### config.mk
export PLATFORM = sky130hd
export DESIGN_NAME = pmc_ctrl
export DESIGN_NICKNAME = d
export VERILOG_FILES = /design/src/include/pmc_pkg.sv /design/src/pmc_ctrl.sv /design/src/pmc_sync.sv
export SDC_FILE = /design/constraint.sdc
export NUM_CORES = 1
export LEC_CHECK = 0
export BUFFER_PORTS_ARGS = -buffer_cell sky130_fd_sc_hd__buf_2
export CORE_AREA = 5 5 89 91
export CTS_BUF_LIST = sky130_fd_sc_hd__clkbuf_2 sky130_fd_sc_hd__clkbuf_4 sky130_fd_sc_hd__clkbuf_8
export CTS_CLUSTER_SIZE = 20
export DETAILED_ROUTE_END_ITERATION = 10
export DIE_AREA = 0 0 94 96
export HOLD_SLACK_MARGIN = 0.06
export PLACE_DENSITY = 0.6
export SLEW_MARGIN = 10
export SYNTH_ARGS = -nofsm -noshare
export SYNTH_HDL_FRONTEND = slang
export SYNTH_SLANG_ARGS = --single-unit
### constraint.sdc
create_clock -name clk_i -period 2 [get_ports clk_i]
set_input_delay 0.1 -clock clk_i [delete_from_list [all_inputs] [get_ports clk_i]]
set_output_delay 0.1 -clock clk_i [all_outputs]
set_load 0.01 [all_outputs]
### src/include/pmc_pkg.sv
package pmc_pkg;

	// Power modes, Gray coded along run -> wait/stop -> deeper stops
	typedef enum logic [3:0] {
		MODE_RUN      = 4'h0,
		MODE_WAIT     = 4'h1,
		MODE_STOP     = 4'h3,
		MODE_RRUN     = 4'h2,
		MODE_RWAIT    = 4'h6,
		MODE_RSTOP    = 4'h7,
		MODE_LRS      = 4'h5,
		MODE_LK_HIGH  = 4'h4,
		MODE_LK_MID   = 4'hC,
		MODE_LK_LOW   = 4'hD
	} pmc_mode_e;

	// Register bus geometry
	localparam int          ADDR_W   = 4;
	localparam int          DATA_W   = 32;
	localparam logic [3:0]  CTRL_OFS = 4'h0;
	localparam logic [3:0]  STAT_OFS = 4'h4;

	// Control register field positions
	localparam int CTRL_RRUN_BIT  = 0;
	localparam int CTRL_DEEP_BIT  = 1;
	localparam int CTRL_SEL_LSB   = 2;
	localparam int CTRL_PORBD_BIT = 5;
	localparam int CTRL_OPTP_BIT  = 6;
	localparam int CTRL_W         = 7;

	// Status register field positions
	localparam int STAT_MODE_LSB = 0;
	localparam int STAT_WRST_BIT = 8;
	localparam int STAT_WUF_BIT  = 9;

	// Stop level select codes
	localparam logic [2:0] SEL_STOP    = 3'h0;
	localparam logic [2:0] SEL_RSTOP   = 3'h1;
	localparam logic [2:0] SEL_LRS     = 3'h2;
	localparam logic [2:0] SEL_LK_HIGH = 3'h3;
	localparam logic [2:0] SEL_LK_MID  = 3'h4;
	localparam logic [2:0] SEL_LK_LOW  = 3'h5;

	// Reset values
	localparam logic [6:0] CTRL_RST = 7'h00;

	// Synchroniser lanes
	localparam int SYNC_W    = 2;
	localparam int SYNC_ASYNC_WAKE_IRQ_CTRL = 0;
	localparam int SYNC_WAKE = 1;

	// Clock rates and the dividers derived for reduced-power run
	localparam int SYS_CLK_HZ         = 100_000_000;
	localparam int REDUCED_CORE_HZ    = 4_000_000;
	localparam int REDUCED_BUS_MAX_HZ = 800_000;
	localparam int REDUCED_FLASH_HZ   = 1_000_000;
	localparam logic [7:0] DIV_ONE    = 8'h01;
	localparam logic [7:0] CORE_DIV_RED =
		8'(SYS_CLK_HZ / REDUCED_CORE_HZ);
	localparam logic [7:0] BUS_DIV_RED =
		8'(SYS_CLK_HZ / REDUCED_BUS_MAX_HZ + 1);
	localparam logic [7:0] FLASH_DIV_RED =
		8'(SYS_CLK_HZ / REDUCED_FLASH_HZ);

	// Software control settings
	typedef struct packed {
		logic       opt_periph;
		logic       por_bdet;
		logic [2:0] stop_sel;
		logic       deep;
		logic       rrun;
	} pmc_ctrl_s;

	// Power domain controls driven to the chip
	typedef struct packed {
		logic       core_clk_en;
		logic       core_facing_clock_en;
		logic       periph_clk_en;
		logic       osc_cmp_en;
		logic       lp_periph_en;
		logic       opt_periph_en;
		logic       reg_full;
		logic       bdet_en;
		logic       flash_slow;
		logic       nested_irq_ctrl_en;
		logic       async_wake_irq_ctrl_en;
		logic       wake_unit_en;
		logic       sram_pwr;
		logic       sram_ret;
		logic       lpo_en;
		logic       io_hold;
		logic [7:0] core_div;
		logic [7:0] bus_div;
		logic [7:0] flash_div;
	} pmc_pwr_s;

endpackage : pmc_pkg

### src/pmc_ctrl.sv
`timescale 1ns/1ps
// Summary of operation
// - Ten power mode states covering ten chip modes
// - Every reset returns to normal run, regulator full
// - Full regulation in normal run, wait, stop
// - Wait and stop entered only on WFI
// - Normal wait: core sleeps, interrupt returns to run
// - Normal stop: clocks off, brown-out on, async wake
// - Reduced run: low regulator, slow flash, divided clocks
// - Reduced wait keeps reduced run, core-facing clock on
// - Reduced stop keeps low-power peripherals, SRAM retained
// - Leakage stop wakes only by wake unit to run
// - High leak stop keeps both SRAM banks powered
// - Mid and low leak stop power SRAM off
// - Low leak stop: oscillator off, brown-out optional
// - Leak stop recovery requests reset, wake flag set
// - Pin states held across all stop modes
module pmc_ctrl (
	// Clock and resets
	input  wire logic                       clk_i,
	input  wire logic                       reset_i,
	input  wire logic                       sys_rst_i,
	// Register port
	input  wire logic [pmc_pkg::ADDR_W-1:0] addr_i,
	input  wire logic [pmc_pkg::DATA_W-1:0] wdata_i,
	input  wire logic                       wr_i,
	input  wire logic                       rd_i,
	output logic      [pmc_pkg::DATA_W-1:0] rdata_o,
	// Core and wake sources
	input  wire logic                       wfi_i,
	input  wire logic                       irq_pend_i,
	input  wire logic                       async_wake_irq_ctrl_wake_i,
	input  wire logic                       wake_unit_i,
	// Power controls and status
	output pmc_pkg::pmc_pwr_s               pwr_o,
	output pmc_pkg::pmc_mode_e              mode_o,
	output logic                            sleeping_o,
	output logic                            wake_reset_req_o,
	output logic                            wake_flag_o
);

	pmc_pkg::pmc_mode_e           mode_ff;
	pmc_pkg::pmc_mode_e           nxt_mode;
	pmc_pkg::pmc_ctrl_s           ctrl_ff;
	pmc_pkg::pmc_pwr_s            pwr_ff;
	logic [pmc_pkg::SYNC_W-1:0]   wake_sync;
	logic                         async_wake_irq_ctrl_s;
	logic                         wake_s;
	logic                         wrst_ff;
	logic                         wuf_ff;
	logic                         wreq_ff;
	logic                         leak_wake;
	logic                         clr_wrst;
	logic                         clr_wuf;
	logic [pmc_pkg::DATA_W-1:0]   rdata_ff;

	// Wake sources come from unclocked units, so synchronise them
	pmc_sync u_sync (
		.clk_i   (clk_i),
		.reset_i (reset_i),
		.async_i ({wake_unit_i, async_wake_irq_ctrl_wake_i}),
		.sync_o  (wake_sync)
	);
	assign async_wake_irq_ctrl_s = wake_sync[pmc_pkg::SYNC_ASYNC_WAKE_IRQ_CTRL];
	assign wake_s = wake_sync[pmc_pkg::SYNC_WAKE];

	// Address match, shared by the write and read decoders
	function automatic logic hit(input logic [pmc_pkg::ADDR_W-1:0] a,
			input logic [pmc_pkg::ADDR_W-1:0] ofs);
		hit = (a == ofs);
	endfunction : hit

	// Target of a WFI from the current run mode
	function automatic pmc_pkg::pmc_mode_e sel_mode(
			input pmc_pkg::pmc_ctrl_s c, input logic reduced);
		sel_mode = reduced ? pmc_pkg::MODE_RSTOP : pmc_pkg::MODE_STOP;
		if (!c.deep) begin
			sel_mode = reduced ? pmc_pkg::MODE_RWAIT : pmc_pkg::MODE_WAIT;
		end else begin
			case (c.stop_sel)
				pmc_pkg::SEL_RSTOP:   sel_mode = pmc_pkg::MODE_RSTOP;
				pmc_pkg::SEL_LRS:     sel_mode = pmc_pkg::MODE_LRS;
				pmc_pkg::SEL_LK_HIGH: sel_mode = pmc_pkg::MODE_LK_HIGH;
				pmc_pkg::SEL_LK_MID:  sel_mode = pmc_pkg::MODE_LK_MID;
				pmc_pkg::SEL_LK_LOW:  sel_mode = pmc_pkg::MODE_LK_LOW;
				default: ;
			endcase
		end
	endfunction : sel_mode

	// Power control pattern of each mode
	function automatic pmc_pkg::pmc_pwr_s pwr_decode(
			input pmc_pkg::pmc_mode_e m, input pmc_pkg::pmc_ctrl_s c);
		pmc_pkg::pmc_pwr_s p;
		p = '{core_clk_en: 1'b1, core_facing_clock_en: 1'b1, periph_clk_en: 1'b1,
			osc_cmp_en: 1'b1, lp_periph_en: 1'b1, opt_periph_en: 1'b1,
			reg_full: 1'b1, bdet_en: 1'b1, flash_slow: 1'b0,
			nested_irq_ctrl_en: 1'b1, async_wake_irq_ctrl_en: 1'b0, wake_unit_en: 1'b0,
			sram_pwr: 1'b1, sram_ret: 1'b1, lpo_en: 1'b1, io_hold: 1'b0,
			core_div: pmc_pkg::DIV_ONE, bus_div: pmc_pkg::DIV_ONE,
			flash_div: pmc_pkg::DIV_ONE};
		// Reduced-power family: low regulator, no brown-out, slow clocks
		if (m inside {pmc_pkg::MODE_RRUN, pmc_pkg::MODE_RWAIT,
				pmc_pkg::MODE_RSTOP}) begin
			p.reg_full   = 1'b0;
			p.bdet_en    = 1'b0;
			p.flash_slow = 1'b1;
			p.core_div   = pmc_pkg::CORE_DIV_RED;
			p.bus_div    = pmc_pkg::BUS_DIV_RED;
			p.flash_div  = pmc_pkg::FLASH_DIV_RED;
		end
		// Every deep sleep stops the core side and freezes the pins
		if (!(m inside {pmc_pkg::MODE_RUN, pmc_pkg::MODE_RRUN,
				pmc_pkg::MODE_WAIT, pmc_pkg::MODE_RWAIT})) begin
			p.core_clk_en   = 1'b0;
			p.core_facing_clock_en       = 1'b0;
			p.periph_clk_en = 1'b0;
			p.opt_periph_en = 1'b0;
			p.nested_irq_ctrl_en       = 1'b0;
			p.io_hold       = 1'b1;
		end
		case (m)
			pmc_pkg::MODE_WAIT,
			pmc_pkg::MODE_RWAIT: begin
				p.core_clk_en = 1'b0;
			end
			pmc_pkg::MODE_STOP: begin
				p.osc_cmp_en   = 1'b0;
				p.lp_periph_en = 1'b0;
				p.async_wake_irq_ctrl_en      = 1'b1;
			end
			pmc_pkg::MODE_RSTOP: begin
				p.opt_periph_en = c.opt_periph;
				p.async_wake_irq_ctrl_en       = 1'b1;
			end
			pmc_pkg::MODE_LRS,
			pmc_pkg::MODE_LK_HIGH: begin
				p.reg_full     = 1'b0;
				p.bdet_en      = 1'b0;
				p.wake_unit_en = 1'b1;
			end
			pmc_pkg::MODE_LK_MID,
			pmc_pkg::MODE_LK_LOW: begin
				p.reg_full     = 1'b0;
				p.bdet_en      = (m == pmc_pkg::MODE_LK_LOW) && c.por_bdet;
				p.wake_unit_en = 1'b1;
				p.sram_pwr     = 1'b0;
				p.sram_ret     = 1'b0;
				if (m == pmc_pkg::MODE_LK_LOW) begin
					p.lpo_en     = 1'b0;
					p.osc_cmp_en = 1'b0;
				end
			end
			default: ;
		endcase
		return p;
	endfunction : pwr_decode

	// Control register; any reset restores the defaults
	always_ff @(posedge clk_i) begin
		if (reset_i || sys_rst_i) begin
			ctrl_ff <= pmc_pkg::CTRL_RST;
		end else if (wr_i && hit(addr_i, pmc_pkg::CTRL_OFS)) begin
			ctrl_ff <= wdata_i[pmc_pkg::CTRL_W-1:0];
		end
	end

	// Mode sequencer
	always_comb begin
		nxt_mode = mode_ff;
		case (mode_ff)
			pmc_pkg::MODE_RUN: begin
				if (wfi_i) begin
					nxt_mode = sel_mode(ctrl_ff, 1'b0);
				end else if (ctrl_ff.rrun) begin
					nxt_mode = pmc_pkg::MODE_RRUN;
				end
			end
			pmc_pkg::MODE_RRUN: begin
				if (wfi_i) begin
					nxt_mode = sel_mode(ctrl_ff, 1'b1);
				end else if (!ctrl_ff.rrun) begin
					nxt_mode = pmc_pkg::MODE_RUN;
				end
			end
			pmc_pkg::MODE_WAIT: begin
				if (irq_pend_i) nxt_mode = pmc_pkg::MODE_RUN;
			end
			pmc_pkg::MODE_RWAIT: begin
				if (irq_pend_i) nxt_mode = pmc_pkg::MODE_RRUN;
			end
			pmc_pkg::MODE_STOP: begin
				if (async_wake_irq_ctrl_s) nxt_mode = pmc_pkg::MODE_RUN;
			end
			pmc_pkg::MODE_RSTOP: begin
				if (async_wake_irq_ctrl_s) begin
					nxt_mode = ctrl_ff.rrun ? pmc_pkg::MODE_RRUN
						: pmc_pkg::MODE_RUN;
				end
			end
			// Only the wake unit ends leakage stops; its interrupt must
			// stay unmasked or the core never finishes the exit
			pmc_pkg::MODE_LRS,
			pmc_pkg::MODE_LK_HIGH,
			pmc_pkg::MODE_LK_MID,
			pmc_pkg::MODE_LK_LOW: begin
				if (wake_s) nxt_mode = pmc_pkg::MODE_RUN;
			end
			default: nxt_mode = pmc_pkg::MODE_RUN;
		endcase
		if (sys_rst_i) nxt_mode = pmc_pkg::MODE_RUN;
	end

	// Mode state and its registered power pattern
	always_ff @(posedge clk_i) begin
		if (reset_i) begin
			mode_ff <= pmc_pkg::MODE_RUN;
			pwr_ff  <= pwr_decode(pmc_pkg::MODE_RUN, pmc_pkg::CTRL_RST);
		end else begin
			mode_ff <= nxt_mode;
			pwr_ff  <= pwr_decode(nxt_mode, ctrl_ff);
		end
	end

	// Leak-stop wake: go through the reset flow, keep the flags
	assign leak_wake = !sys_rst_i && wake_s &&
		(mode_ff inside {pmc_pkg::MODE_LK_HIGH, pmc_pkg::MODE_LK_MID,
		pmc_pkg::MODE_LK_LOW});
	assign clr_wrst = wr_i && hit(addr_i, pmc_pkg::STAT_OFS) &&
		wdata_i[pmc_pkg::STAT_WRST_BIT];
	assign clr_wuf = wr_i && hit(addr_i, pmc_pkg::STAT_OFS) &&
		wdata_i[pmc_pkg::STAT_WUF_BIT];

	// Flags survive the system reset they trigger; set beats clear
	always_ff @(posedge clk_i) begin
		if (reset_i) begin
			wrst_ff <= 1'b0;
			wuf_ff  <= 1'b0;
			wreq_ff <= 1'b0;
		end else begin
			wreq_ff <= leak_wake;
			wrst_ff <= leak_wake || (wrst_ff && !clr_wrst);
			wuf_ff  <= leak_wake || (wuf_ff && !clr_wuf);
		end
	end

	// Read data stands one cycle after the strobe; unmapped read zero
	always_ff @(posedge clk_i) begin
		if (reset_i) begin
			rdata_ff <= '0;
		end else begin
			rdata_ff <= '0;
			if (rd_i && hit(addr_i, pmc_pkg::CTRL_OFS)) begin
				rdata_ff[pmc_pkg::CTRL_W-1:0] <= ctrl_ff;
			end else if (rd_i && hit(addr_i, pmc_pkg::STAT_OFS)) begin
				rdata_ff[pmc_pkg::STAT_MODE_LSB+:4] <= mode_ff;
				rdata_ff[pmc_pkg::STAT_WRST_BIT]     <= wrst_ff;
				rdata_ff[pmc_pkg::STAT_WUF_BIT]      <= wuf_ff;
			end
		end
	end

	assign rdata_o          = rdata_ff;
	assign pwr_o            = pwr_ff;
	assign mode_o           = mode_ff;
	assign sleeping_o       = !(mode_ff inside {pmc_pkg::MODE_RUN,
		pmc_pkg::MODE_RRUN});
	assign wake_reset_req_o = wreq_ff;
	assign wake_flag_o      = wuf_ff;
endmodule : pmc_ctrl

### src/pmc_sync.sv
`timescale 1ns/1ps
module pmc_sync (
	// Clock and reset
	input  wire logic                     clk_i,
	input  wire logic                     reset_i,
	// Asynchronous levels in, synchronous levels out
	input  wire logic [pmc_pkg::SYNC_W-1:0] async_i,
	output logic      [pmc_pkg::SYNC_W-1:0] sync_o
);

	logic [pmc_pkg::SYNC_W-1:0] meta_ff;
	logic [pmc_pkg::SYNC_W-1:0] sync_ff;

	// Two flops per lane; the first is read by the second only
	genvar g;
	generate
		for (g = 0; g < pmc_pkg::SYNC_W; g++) begin : g_lane
			always_ff @(posedge clk_i) begin
				if (reset_i) begin
					meta_ff[g] <= 1'b0;
					sync_ff[g] <= 1'b0;
				end else begin
					meta_ff[g] <= async_i[g];
					sync_ff[g] <= meta_ff[g];
				end
			end
		end
	endgenerate

	assign sync_o = sync_ff;

endmodule : pmc_sync

## After elaboration in Yosys (flattened, before gate mapping)

Cells that the tools add are included.

- Multiply operators: 0
- Shift-type cells: 0
- Reductions and logical operators: 34
- $lt $le $gt $ge: 0
- Equality and inequality tests: 24
- Add/subtract/negate cells: 0
- Bitwise operators: 3
- Muxes and demuxes: 32
- Divide/modulo/power cells: 0

Operators with widths:

| kind | number |
|---|---|
| $mux W4 | 14 |
| $eq A4 B3 Y1 const B | 9 |
| $pmux W4 S7 | 1 |
| $mux W21 | 1 |
| $pmux W4 S5 | 1 |
| $eq A4 B2 Y1 const B | 4 |
| $eq A4 B4 Y1 const B | 4 |
| $pmux W4 S4 | 1 |
| $logic_not A4 Y1 | 3 |
| $reduce_or A2 Y1 | 6 |
| $logic_and A1 B1 Y1 | 11 |
| $mux W3 | 3 |
| $eq A4 B1 Y1 const B | 2 |
| $mux W1 | 8 |
| $reduce_or A4 Y1 | 2 |
| $eq A3 B2 Y1 const B | 2 |
| $eq A3 B3 Y1 const B | 2 |
| $reduce_bool A3 Y1 | 2 |
| $logic_not A1 Y1 | 4 |
| $pmux W2 S2 | 1 |
| $reduce_bool A4 Y1 | 1 |
| $eq A3 B1 Y1 const B | 1 |
| $logic_or A1 B1 Y1 | 3 |
| $not A1 Y1 | 3 |
| other kinds (4) | 4 |

- Input bits: 45
- Output and inout port bits: 79
- Bits in writable memories: 0
- Memory bits (read-only): 0
- Bits in latches: 0
- Memories kept: 0
- Bits in registers: 90
- Word-level logic and storage cells: 129

## Longest topological paths before layout

Gate-level depths: netlist of run 1.

- Depth after elaboration: 10
- Depth in mapped cells: 7
- Mapped depth without buffers: 7

## Cells and area by module

A second synthesis of run 1 with hierarchy kept.

- Cell total of the unflattened synthesis: 221
- Area, all modules: 2006.9 µm²

By module, submodules not included:

| module | seq. area each (µm²) | instances | cells an instance | area an instance (µm²) |
|---|---|---|---|---|
| pmc_ctrl | 740.7 | 1 | 213 | 1901.8 |
| pmc_sync | 80.1 | 1 | 8 | 105.1 |

## Worst setup path after synthesis of run 1

OpenSTA, ideal clock, no wires.

- Path type: flip-flop to flip-flop
- From: register ctrl_ff[3] (netlist name)
- To: register pwr_ff, in the netlist pwr_o[24]
- Setup time: 115 ps
- Clock period less this slack: 2083 ps
- Required time: 1885 ps
- Arrival: 1968 ps
- Setup slack: -83 ps
- Buffers on the path: 0
- Cell stages (with the launch flop): 8
- Cells stage by stage: dfxtp_1 inv_1 ha_1 and3b_1 a221o_1 a221oi_2 a21oi_1 and2_1

- Longest elaborated chain between the ends: 9
- Elaborated cells on any way between the ends: 19
- Those cells by class: 8 x eq/ne; 9 x mux; 2 x reduce/logical

RTL lines:

| element | RTL line | text |
|---|---|---|
| start: declaration | pmc_ctrl.sv:44 | `pmc_pkg::pmc_ctrl_s ctrl_ff;` |
| start signal: assignment | pmc_ctrl.sv:162 | `ctrl_ff <= pmc_pkg::CTRL_RST;` |
| start signal: assignment | pmc_ctrl.sv:164 | `ctrl_ff <= wdata_i[pmc_pkg::CTRL_W-1:0];` |
| $eq A3 B3 Y1 (tied with other cells) | pmc_ctrl.sv:80 | `case (c.stop_sel)` |
| $pmux W4 S5 or $pmux W4 S4 (tied branches) | pmc_ctrl.sv:80 |  |
| $mux W4 | pmc_ctrl.sv:77 | `if (!c.deep) begin` |
| $mux W4, on equally long branches | pmc_ctrl.sv:173, pmc_ctrl.sv:180 |  |
| $pmux W4 S7 * | pmc_ctrl.sv:171 | `case (mode_ff)` |
| $mux W4 * | pmc_ctrl.sv:211 | `if (sys_rst_i) nxt_mode = pmc_pkg::MODE_RUN;` |
| $eq A4 B2 Y1 (tied with other cells) | pmc_ctrl.sv:113 | `if (!(m inside {pmc_pkg::MODE_RUN, pmc_pkg::MODE_RRUN,` |
| $reduce_bool A4 Y1 * | pmc_ctrl.sv:113 |  |
| $mux W1 * | pmc_ctrl.sv:113 |  |
| end signal: assignment | pmc_ctrl.sv:218 | `pwr_ff <= pwr_decode(pmc_pkg::MODE_RUN, pmc_pkg::CTRL_RST);` |
| end signal: assignment | pmc_ctrl.sv:221 | `pwr_ff <= pwr_decode(nxt_mode, ctrl_ff);` |
| end: declaration | pmc_ctrl.sv:45 | `pmc_pkg::pmc_pwr_s pwr_ff;` |

Mark *: on every way between the ends. The rest lies on a longest branch, timed or not.
A chain may end at the register's enable or synchronous reset.

## Worst setup path after layout of run 1

Ends and elaborated chain as after synthesis.

==> results.yml, run 1 <==
power_and_ir_drop:
  power-per-cell-area_nw_per_um2: 623
  vdd_ir_drop_max_v: 0.000317
  p_int_mw: 1.29
  combPwrFrac: 0.077
  p_clk_frac: 0.422
  seq_power_share: 0.501
  switching_share: 0.215
  p_leak_nw: 1.24
  p_switching_mw: 0.356
sta:
  timing.final.crit_share: 0.980
  finalSetupViolations: 0
  fin_ws_ns: 0.0405
  fmax_mhz: 510
  final-hold-violation-count: 0
  min_period_ns: 1.96
  clock_skew_ns: 0.00498
  slew_violations: 0
  rsz0062_at_grt: "true"
drt:
  routed_wl_um: 4640
  via_per_inst: 4.00
  avgRoutedWirePerCell_um: 11.7
  drt_pass1_iterations: 4
  drc_errors: 0
  drt_iter0_markers: 75
  vias: 1584
  ant_nets: 0
synthesis:
  ys_ff_latch: 41
  synth_area_per_cell_um2: 9.42
  syn_area_um2: 2040
  ys_seq_area_frac: 0.401
  yosysWarnings: 0
  syn_inst: 217
  synth_edf_count: 0
  synth-main-ff-cell: "dfxtp_1"
  async_flop_share: 0
  yosysUniqueCellTypes: 42
cells_and_area:
  areaGrowthSynthToFinish_pct: 29.5
  layout-drive-gt1-share: 0.397
  fin_util: 0.375
  instances_no_fill: 396
  nNetsFinal: 342
  diodes: 0
  design_area_um2: 2650
worst_setup_path:
  crit_chain: "inv_2, ha_4, and3b_2, a221o_1, a221oi_4, buf_6, a21oi_1, and2_1"
  crit_slowest_cell: "dfxtp_2"
  critical_path_arrival_ns: 2.15
  crit_required_ns: 2.19
  critPathKind: "reg -> reg"
  max_stage_delay_ns: 0.34
  cp-start-kind: "flip-flop"
  endpoint_kind: "flip-flop"
  critPathMaxFanout: 5
floorplan:
  core_um2: 7060
  rows: 31
  initial_core_util: 0.290
  die_x_um: 94
  die_h_um: 96
  die-area_um2: 9020
  ios: 124
clocking:
  htree_num_levels: 2
  cts.sinks: 41
  cts_tree: "built"
  clkLatencyLatePin_ns: 0.29
  clockRootBuffer: "clkbuf_8"
  clockBufferDepth: 2
  clkTransAtPathRegs_ns: 0.08
  cts_buffers: 5
placement:
  dp_hpwl_um: 3650
  dp_slack_ns: -0.0942
  io_buffers: 66
  place_area_um2: 2370
  place.gp.congestion: 0.861
  dp_cells: 377
global_route:
  grt_pass1_wl_um: 7210
  grtUsageTotal: 0.103
  antenna_found_initial: 0
  grt_pass1_vias: 1483
  grt_max_degree: 15
  grt_overflow_total: 0
job:
  maxCapViolations: 0
hold_path:
  hold_path.class: "in -> reg"
status:
  status: "finished, final reports clean"
-- state kept, by name, summed over array words and instances (netlist names) --
signal,count
wake_flag_o,1
u_sync.sync_o,2
u_sync.meta_ff,2
wake_reset_req_o,1
mode_o,4
pwr_o,14
ctrl_ff,7
wrst_ff,1
rdata_o,9
-- power by group through the flow --
stage | logic [mW] | clock network (mW) | registers [mW]
floorplan | 0.115 | 0 | 0.844
global placement | 0.107 | 0 | 0.846
detailed placement | 0.108 | 0 | 0.846
CTS | 0.124 | 0.714 | 0.827
global route | 0.142 | 0.757 | 0.828
finish | 0.128 | 0.696 | 0.827
-- routing by layer --
| layer | global-route usage | wire length [um] | vias up |
|---|---|---|---|
| li1 | - | - | 805 |
| met1 | 0.125 | 1930 | 707 |
| met2 | 0.167 | 2180 | 66 |
| met3 | 0.0321 | 439 | 6 |
| met4 | 0.0481 | 87 | 0 |
| met5 | 0 | 0 | - |
-- placed cells by master, fill, tap and decap left out, types with 3 or more instances in the layout --
master,n
buf_2,66
nand3b_1,3
nor3_1,3
o21ai_1,3
and2_1,8
nand3_1,5
mux2i_1,12
nor2b_1,8
nand2b_1,3
nand4_1,3
nor3b_2,5
inv_1,5
conb_1,34
clkbuf_8,6
dlygate4sd3_1,8
dfxtp_2,3
nor2_1,18
and3b_1,3
nand2_1,10
dfxtp_1,38
buf_4,20
-- logic make-up after synthesis --
| logic type | count (synthesis) | share of synthesized area |
|---|---|---|
| compound gates | 18 | 0.0765 |
| buf+inv | 61 | 0.207 |
| simple gates | 82 | 0.247 |
| fa+ha+maj | 1 | 0.00612 |
| mux | 12 | 0.0588 |
| flops | 41 | 0.401 |
| other cells | 2 | 0.00367 |
-- per-stage QoR --
| stage | setup TNS (ns) | power, mW | hold slack [ns] |
|---|---|---|---|
| global route | -0.0525 | 1.73 | 0.0970 |
| finish | 0 | 1.65 | 0.0639 |
| floorplan | 0 | 0.960 | 0.172 |
| CTS | 0 | 1.66 | 0.0656 |
| detailed placement | -0.192 | 0.954 | 0.316 |
| global placement | -0.0662 | 0.953 | 0.320 |
-- worst max-delay path: cells and delay by family (launching register included) --
kind | cells | cell delay [ns]
adders and majority gates | 1 | 0.27
buffers and inverters | 2 | 0.20
DFF | 1 | 0.34
and+or+nand+nor | 2 | 0.38
AOI/OAI and AO/OA | 3 | 0.66
-- cell type report --
type                       instances  area (um^2)
fill                             730         4410
multi-input combinational        147          985
sequential                        41          825
timing repair buffer              95          572
tap                               99          124
clock buffer                       7         90.1
clock inverter                     1         30.0
inverter                           6         22.5
-- Yosys cell counts (2+ instances only) --
master / number / share of area
nand3b_1: 3 / 0.011
nand4_1: 3 / 0.0092
nor3b_1: 5 / 0.018
nor2b_1: 8 / 0.024
nand2b_1: 3 / 0.0092
inv_1: 6 / 0.011
buf_4: 49 / 0.18
nand2_1: 10 / 0.018
conb_1: 2 / 0.0037
and3b_1: 4 / 0.017
o311ai_1: 2 / 0.0086
nor3_1: 4 / 0.0098
and3_1: 2 / 0.0061
and2_1: 8 / 0.024
mux2i_1: 12 / 0.059
o21ai_0: 4 / 0.0098
dfxtp_1: 41 / 0.40
nand3_1: 5 / 0.012
buf_2: 2 / 0.0049
clkbuf_1: 3 / 0.0055
nor3b_2: 2 / 0.012
or2_2: 2 / 0.0061
nor2_1: 18 / 0.033
-- worst paths after layout --
path	from	slack [ns]	endpoint	depth (start not counted)
max	ctrl_ff[3]$_SDFFE_PP0P_	0.04	pwr_o[24]$_SDFF_PP0_	8
min	wdata_i[3]	0.06	ctrl_ff[3]$_SDFFE_PP0P_	3
max reg2reg	ctrl_ff[3]$_SDFFE_PP0P_	0.04	pwr_o[24]$_SDFF_PP0_	8
min reg2reg	u_sync.meta_ff[1]$_SDFF_PP0_	0.44	u_sync.sync_o[1]$_SDFF_PP0_	1
-- what timing repair did --
item / in CTS / in global routing
cloned: 1 / 0
endpoints found under the hold margin: 8 / 0
endpoints found under the setup margin: 6 / 14
pin swaps: 2 / 5
gates resized for setup: 7 / 10
hold buffers: 8 / 0
buffers inserted: 2 / 1
Power figures use the tool's default switching activity.
==> run 2: changes to the inputs <==
clock period = 1.78 ns   (was 2 ns; I/O delays follow)
==> results.yml, run 2 (same netlist as run 1, synthesis figures left out) <==
global_route:
  grt_pass1_vias: 1567
  grt_overflow_total: 0
  grt_max_degree: 15
  grt_pass1_wl_um: 7450
  grtUsageTotal: 0.105
  antenna_found_initial: 0
placement:
  io_buffers: 66
  place.gp.congestion: 0.864
  dp_hpwl_um: 3800
  dp_slack_ns: -0.122
sta:
  fmax_mhz: 520
  timing.final.crit_share: 1.08
  finalSetupViolations: 12
  slew_violations: 0
  final-hold-violation-count: 0
  hold_slack_ns: 0.0984
  setup_tns_ns: -0.872
  fin_ws_ns: -0.143
  min_period_ns: 1.92
  rsz0062_at_grt: "true"
  clock_skew_ns: 0.00429
clocking:
  clockBufferDepth: 2
  htree_num_levels: 2
  cts_buffers: 5
  cts_tree: "built"
  clkLatencyLatePin_ns: 0.29
  clockRootBuffer: "clkbuf_8"
  cts.sinks: 41
  clkTransAtPathRegs_ns: 0.07
cells_and_area:
  fillCellCount: 745
  layout_commonest_cell: "buf_2"
  largest_reg_flops: 14
  mostFrequentLayoutCells: "buf_2 (66), dfxtp_1 (35), conb_1 (34), buf_4 (26), nor2_1 (18)"
  diodes: 0
  nNetsFinal: 349
  layout-drive-gt1-share: 0.426
  areaGrowthSynthToFinish_pct: 33.4
power_and_ir_drop:
  switching_share: 0.220
  combPwrFrac: 0.083
  seq_power_share: 0.520
  p_clk_frac: 0.396
  vdd_ir_drop_max_v: 0.000260
  p_int_mw: 1.39
  p_leak_nw: 1.27
  power-per-cell-area_nw_per_um2: 655
  design_power_total_mw: 1.79
  p_switching_mw: 0.392
floorplan:
  die_x_um: 94
  die_h_um: 96
  ios: 124
  initial_core_util: 0.290
  die-area_um2: 9020
  core_um2: 7060
  rows: 31
worst_setup_path:
  critical_path_arrival_ns: 2.11
  critPathMaxFanout: 9
  cp-start-kind: "flip-flop"
  endpoint_kind: "flip-flop"
  crit_required_ns: 1.96
  critPathKind: "reg -> reg"
status:
  violations: "negative setup slack"
  status: "finished, violations left"
hold_path:
  hold_path.class: "in -> reg"
drt:
  drt_pass1_iterations: 4
  vias: 1636
  avgRoutedWirePerCell_um: 11.9
  drc_errors: 0
  via_per_inst: 4.07
  drt_iter0_markers: 55
  routed_wl_um: 4770
  ant_nets: 0
job:
  maxCapViolations: 0
## run 2: cell types whose count changed in the layout (fill, tap and decap cells not counted), sizes merged
cell	previous run	this run
buf	87	93
clkbuf	7	5
clkinv	0	1
dlygate4sd3	8	9
## run 2: cell type report
| class | count | area [um^2] | area share |
|---|---|---|---|
| well taps | 99 | 124 | 0.0454 |
| inverters | 6 | 22.5 | 0.00826 |
| clock buffers | 5 | 68.8 | 0.0252 |
| clock inverters | 2 | 35.0 | 0.0128 |
| flip-flops and latches | 41 | 828 | 0.304 |
| repair buffers | 102 | 627 | 0.230 |
| multi-input cells | 147 | 1020 | 0.374 |
## run 2: per-stage QoR
stage,cells,cell area [um^2],utilization
after floorplan,249,2210,-
after global placement,384,2450,0.347
after detailed placement,384,2450,0.347
after CTS,401,2690,0.381
after global routing,402,2730,0.386
final,402,2730,0.386
## run 2: power by group through the flow
stage / registers, mW / logic, mW / clock network, mW
6_report: 0.929 / 0.149 / 0.708
5_1_grt: 0.930 / 0.166 / 0.770
4_1_cts: 0.929 / 0.145 / 0.729
3_5_place_dp: 0.950 / 0.127 / 0
3_3_place_gp: 0.951 / 0.126 / 0
2_1_floorplan: 0.949 / 0.130 / 0
## run 2: final timing paths
path                                      from                     endpoint  slack [ns]  depth (start not counted)
hold / removal                       sys_rst_i         pwr_o[39]$_SDFF_PP1_         0.1                          3
setup reg to reg       ctrl_ff[3]$_SDFFE_PP0P_         pwr_o[36]$_SDFF_PP1_       -0.14                          8
hold reg to reg   u_sync.meta_ff[1]$_SDFF_PP0_  u_sync.sync_o[1]$_SDFF_PP0_        0.46                          1
setup / recovery       ctrl_ff[3]$_SDFFE_PP0P_         pwr_o[36]$_SDFF_PP1_       -0.14                          8
## run 2: per-layer routing
layer  track usage  vias up  part of all wire
li1              -      819                 -
met1         0.124      743              0.41
met2         0.179       64              0.48
met3        0.0289       10             0.081
met4        0.0469        0             0.020
met5             0        -                 0
## run 2: what timing repair did
action,4_1_cts,5_1_grt
endpoints found under the hold margin,9,0
resized for setup,12,5
setup endpoints to repair,13,16
pin swaps,1,3
buffers inserted,1,1
hold buffers,9,0
## run 2: worst max-delay path, cell delays in order (launching register included)
cell and delay, ns:
dfxtp_2 0.33, inv_2 0.04, ha_4 0.27, and3b_1 0.19
a221o_1 0.30, a221oi_4 0.24, buf_6 0.17, nor3b_2 0.19
o21ai_1 0.07
==> run 3: changes to the inputs <==
PLACE_DENSITY = 0.67   (was 0.6)
==> results.yml, run 3 (same netlist as run 1, synthesis figures left out) <==
status:
  status: "finished, violations left"
  violations: "negative setup slack"
sta:
  slew_violations: 0
  setup_tns_ns: -1.20
  fmax_mhz: 523
  timing.final.crit_share: 1.07
  finalSetupViolations: 14
  min_period_ns: 1.91
  fin_ws_ns: -0.132
  clock_skew_ns: 0.00517
  rsz0062_at_grt: "true"
  final-hold-violation-count: 0
worst_setup_path:
  critPathKind: "reg -> reg"
  endpoint_kind: "flip-flop"
  crit_buf_inv: 2
  critical-path-top-delay-family: "compound AO/OA/AOI/OAI gates"
  critical_path_arrival_ns: 2.09
  crit_slowest_cell: "dfxtp_2"
  crit_chain: "inv_2, ha_4, and3b_1, a221o_1, a221oi_4, buf_6, nor3b_2, o21ai_1"
  cp-start-kind: "flip-flop"
  critPathMaxFanout: 9
  crit_required_ns: 1.96
  max_stage_delay_ns: 0.34
cells_and_area:
  layout-drive-gt1-share: 0.418
  largest_reg_flops: 14
  fin_util: 0.386
  diodes: 0
  areaGrowthSynthToFinish_pct: 33.2
  multi_input_area_um2: 1000
  layout_commonest_cell: "buf_2"
  fillCellCount: 711
  mostFrequentLayoutCells: "buf_2 (66), dfxtp_1 (37), conb_1 (34), buf_4 (26), nor2_1 (18)"
  nNetsFinal: 349
  regArea_um2: 826
clocking:
  htree_num_levels: 2
  cts_tree: "built"
  clkTransAtPathRegs_ns: 0.08
  clockBufferDepth: 2
  clkLatencyLatePin_ns: 0.29
  clockRootBuffer: "clkbuf_8"
  cts_buffers: 5
  cts.sinks: 41
power_and_ir_drop:
  combPwrFrac: 0.079
  seq_power_share: 0.501
  design_power_total_mw: 1.85
  p_leak_nw: 1.28
  switching_share: 0.215
  p_int_mw: 1.46
  p_switching_mw: 0.398
  p_clk_frac: 0.420
  power-per-cell-area_nw_per_um2: 681
  vdd_ir_drop_max_v: 0.000316
drt:
  avgRoutedWirePerCell_um: 11.9
  via_per_inst: 4.15
  drc_errors: 0
  ant_nets: 0
  drt_pass1_iterations: 4
  vias: 1671
  drt_iter0_markers: 122
  routed_wl_um: 4800
job:
  maxCapViolations: 0
floorplan:
  ios: 124
  initial_core_util: 0.290
  die-area_um2: 9020
  die_x_um: 94
  die_h_um: 96
  rows: 31
  core_um2: 7060
placement:
  dp_slack_ns: -0.176
  io_buffers: 66
  place.gp.congestion: 0.845
  dp_hpwl_um: 3880
global_route:
  grt_overflow_total: 0
  grt_pass1_vias: 1553
  grt_pass1_wl_um: 7260
  antenna_found_initial: 0
  grtUsageTotal: 0.103
  grt_max_degree: 15
hold_path:
  hold_path.class: "in -> reg"
[run 3: worst paths after layout]
kind	start	endpoint	slack (ns)	depth (start not counted)
worst max-delay path	ctrl_ff[3]$_SDFFE_PP0P_	pwr_o[36]$_SDFF_PP1_	-0.13	8
worst min-delay path	wdata_i[1]	ctrl_ff[1]$_SDFFE_PP0P_	0.06	3
worst max register to register	ctrl_ff[3]$_SDFFE_PP0P_	pwr_o[36]$_SDFF_PP1_	-0.13	8
worst min register to register	u_sync.meta_ff[1]$_SDFF_PP0_	u_sync.sync_o[1]$_SDFF_PP0_	0.45	1
[run 3: worst min-delay path: stages]
cell and delay [ns]:
buf_2 0.08, mux2i_1 0.06, nor2_1 0.08
[run 3: metal layers]
metal,up-vias,share of wire,track usage
li1,821,-,-
met1,765,0.40,0.115
met4,0,0.026,0.0542
met5,-,0,0
met3,13,0.077,0.0289
met2,72,0.50,0.180
[run 3: layout make-up]
class,instances,share of cell area
flip-flops and latches,41,0.303
repair buffers,102,0.231
inverters,6,0.00827
well taps,99,0.0455
clock buffers,7,0.0331
clock inverters,1,0.0110
multi-input cells,147,0.368
[run 3: power by group through the flow]
| stage | registers [mW] | clock network, mW | logic [mW] |
|---|---|---|---|
| detailed placement | 0.950 | 0 | 0.129 |
| finish | 0.929 | 0.778 | 0.146 |
| CTS | 0.928 | 0.798 | 0.145 |
| global placement | 0.950 | 0 | 0.127 |
| global route | 0.929 | 0.836 | 0.161 |
| floorplan | 0.949 | 0 | 0.130 |
[run 3: what timing repair did]
item | CTS | global route
pin swaps | 2 | 1
hold endpoints to repair | 8 | 0
gates resized for setup | 10 | 3
hold buffers | 8 | 0
setup buffers | 3 | 0
setup endpoints to repair | 15 | 17
gates cloned | 0 | 0
[run 3: per-stage QoR]
stage          instances  cell area [um^2]  hold WS, ns
3_5_place_dp         384              2450        0.306
4_1_cts              403              2710       0.0607
3_3_place_gp         384              2450        0.304
2_1_floorplan        249              2210        0.161
5_1_grt              403              2720       0.0893
6_report             403              2720       0.0588
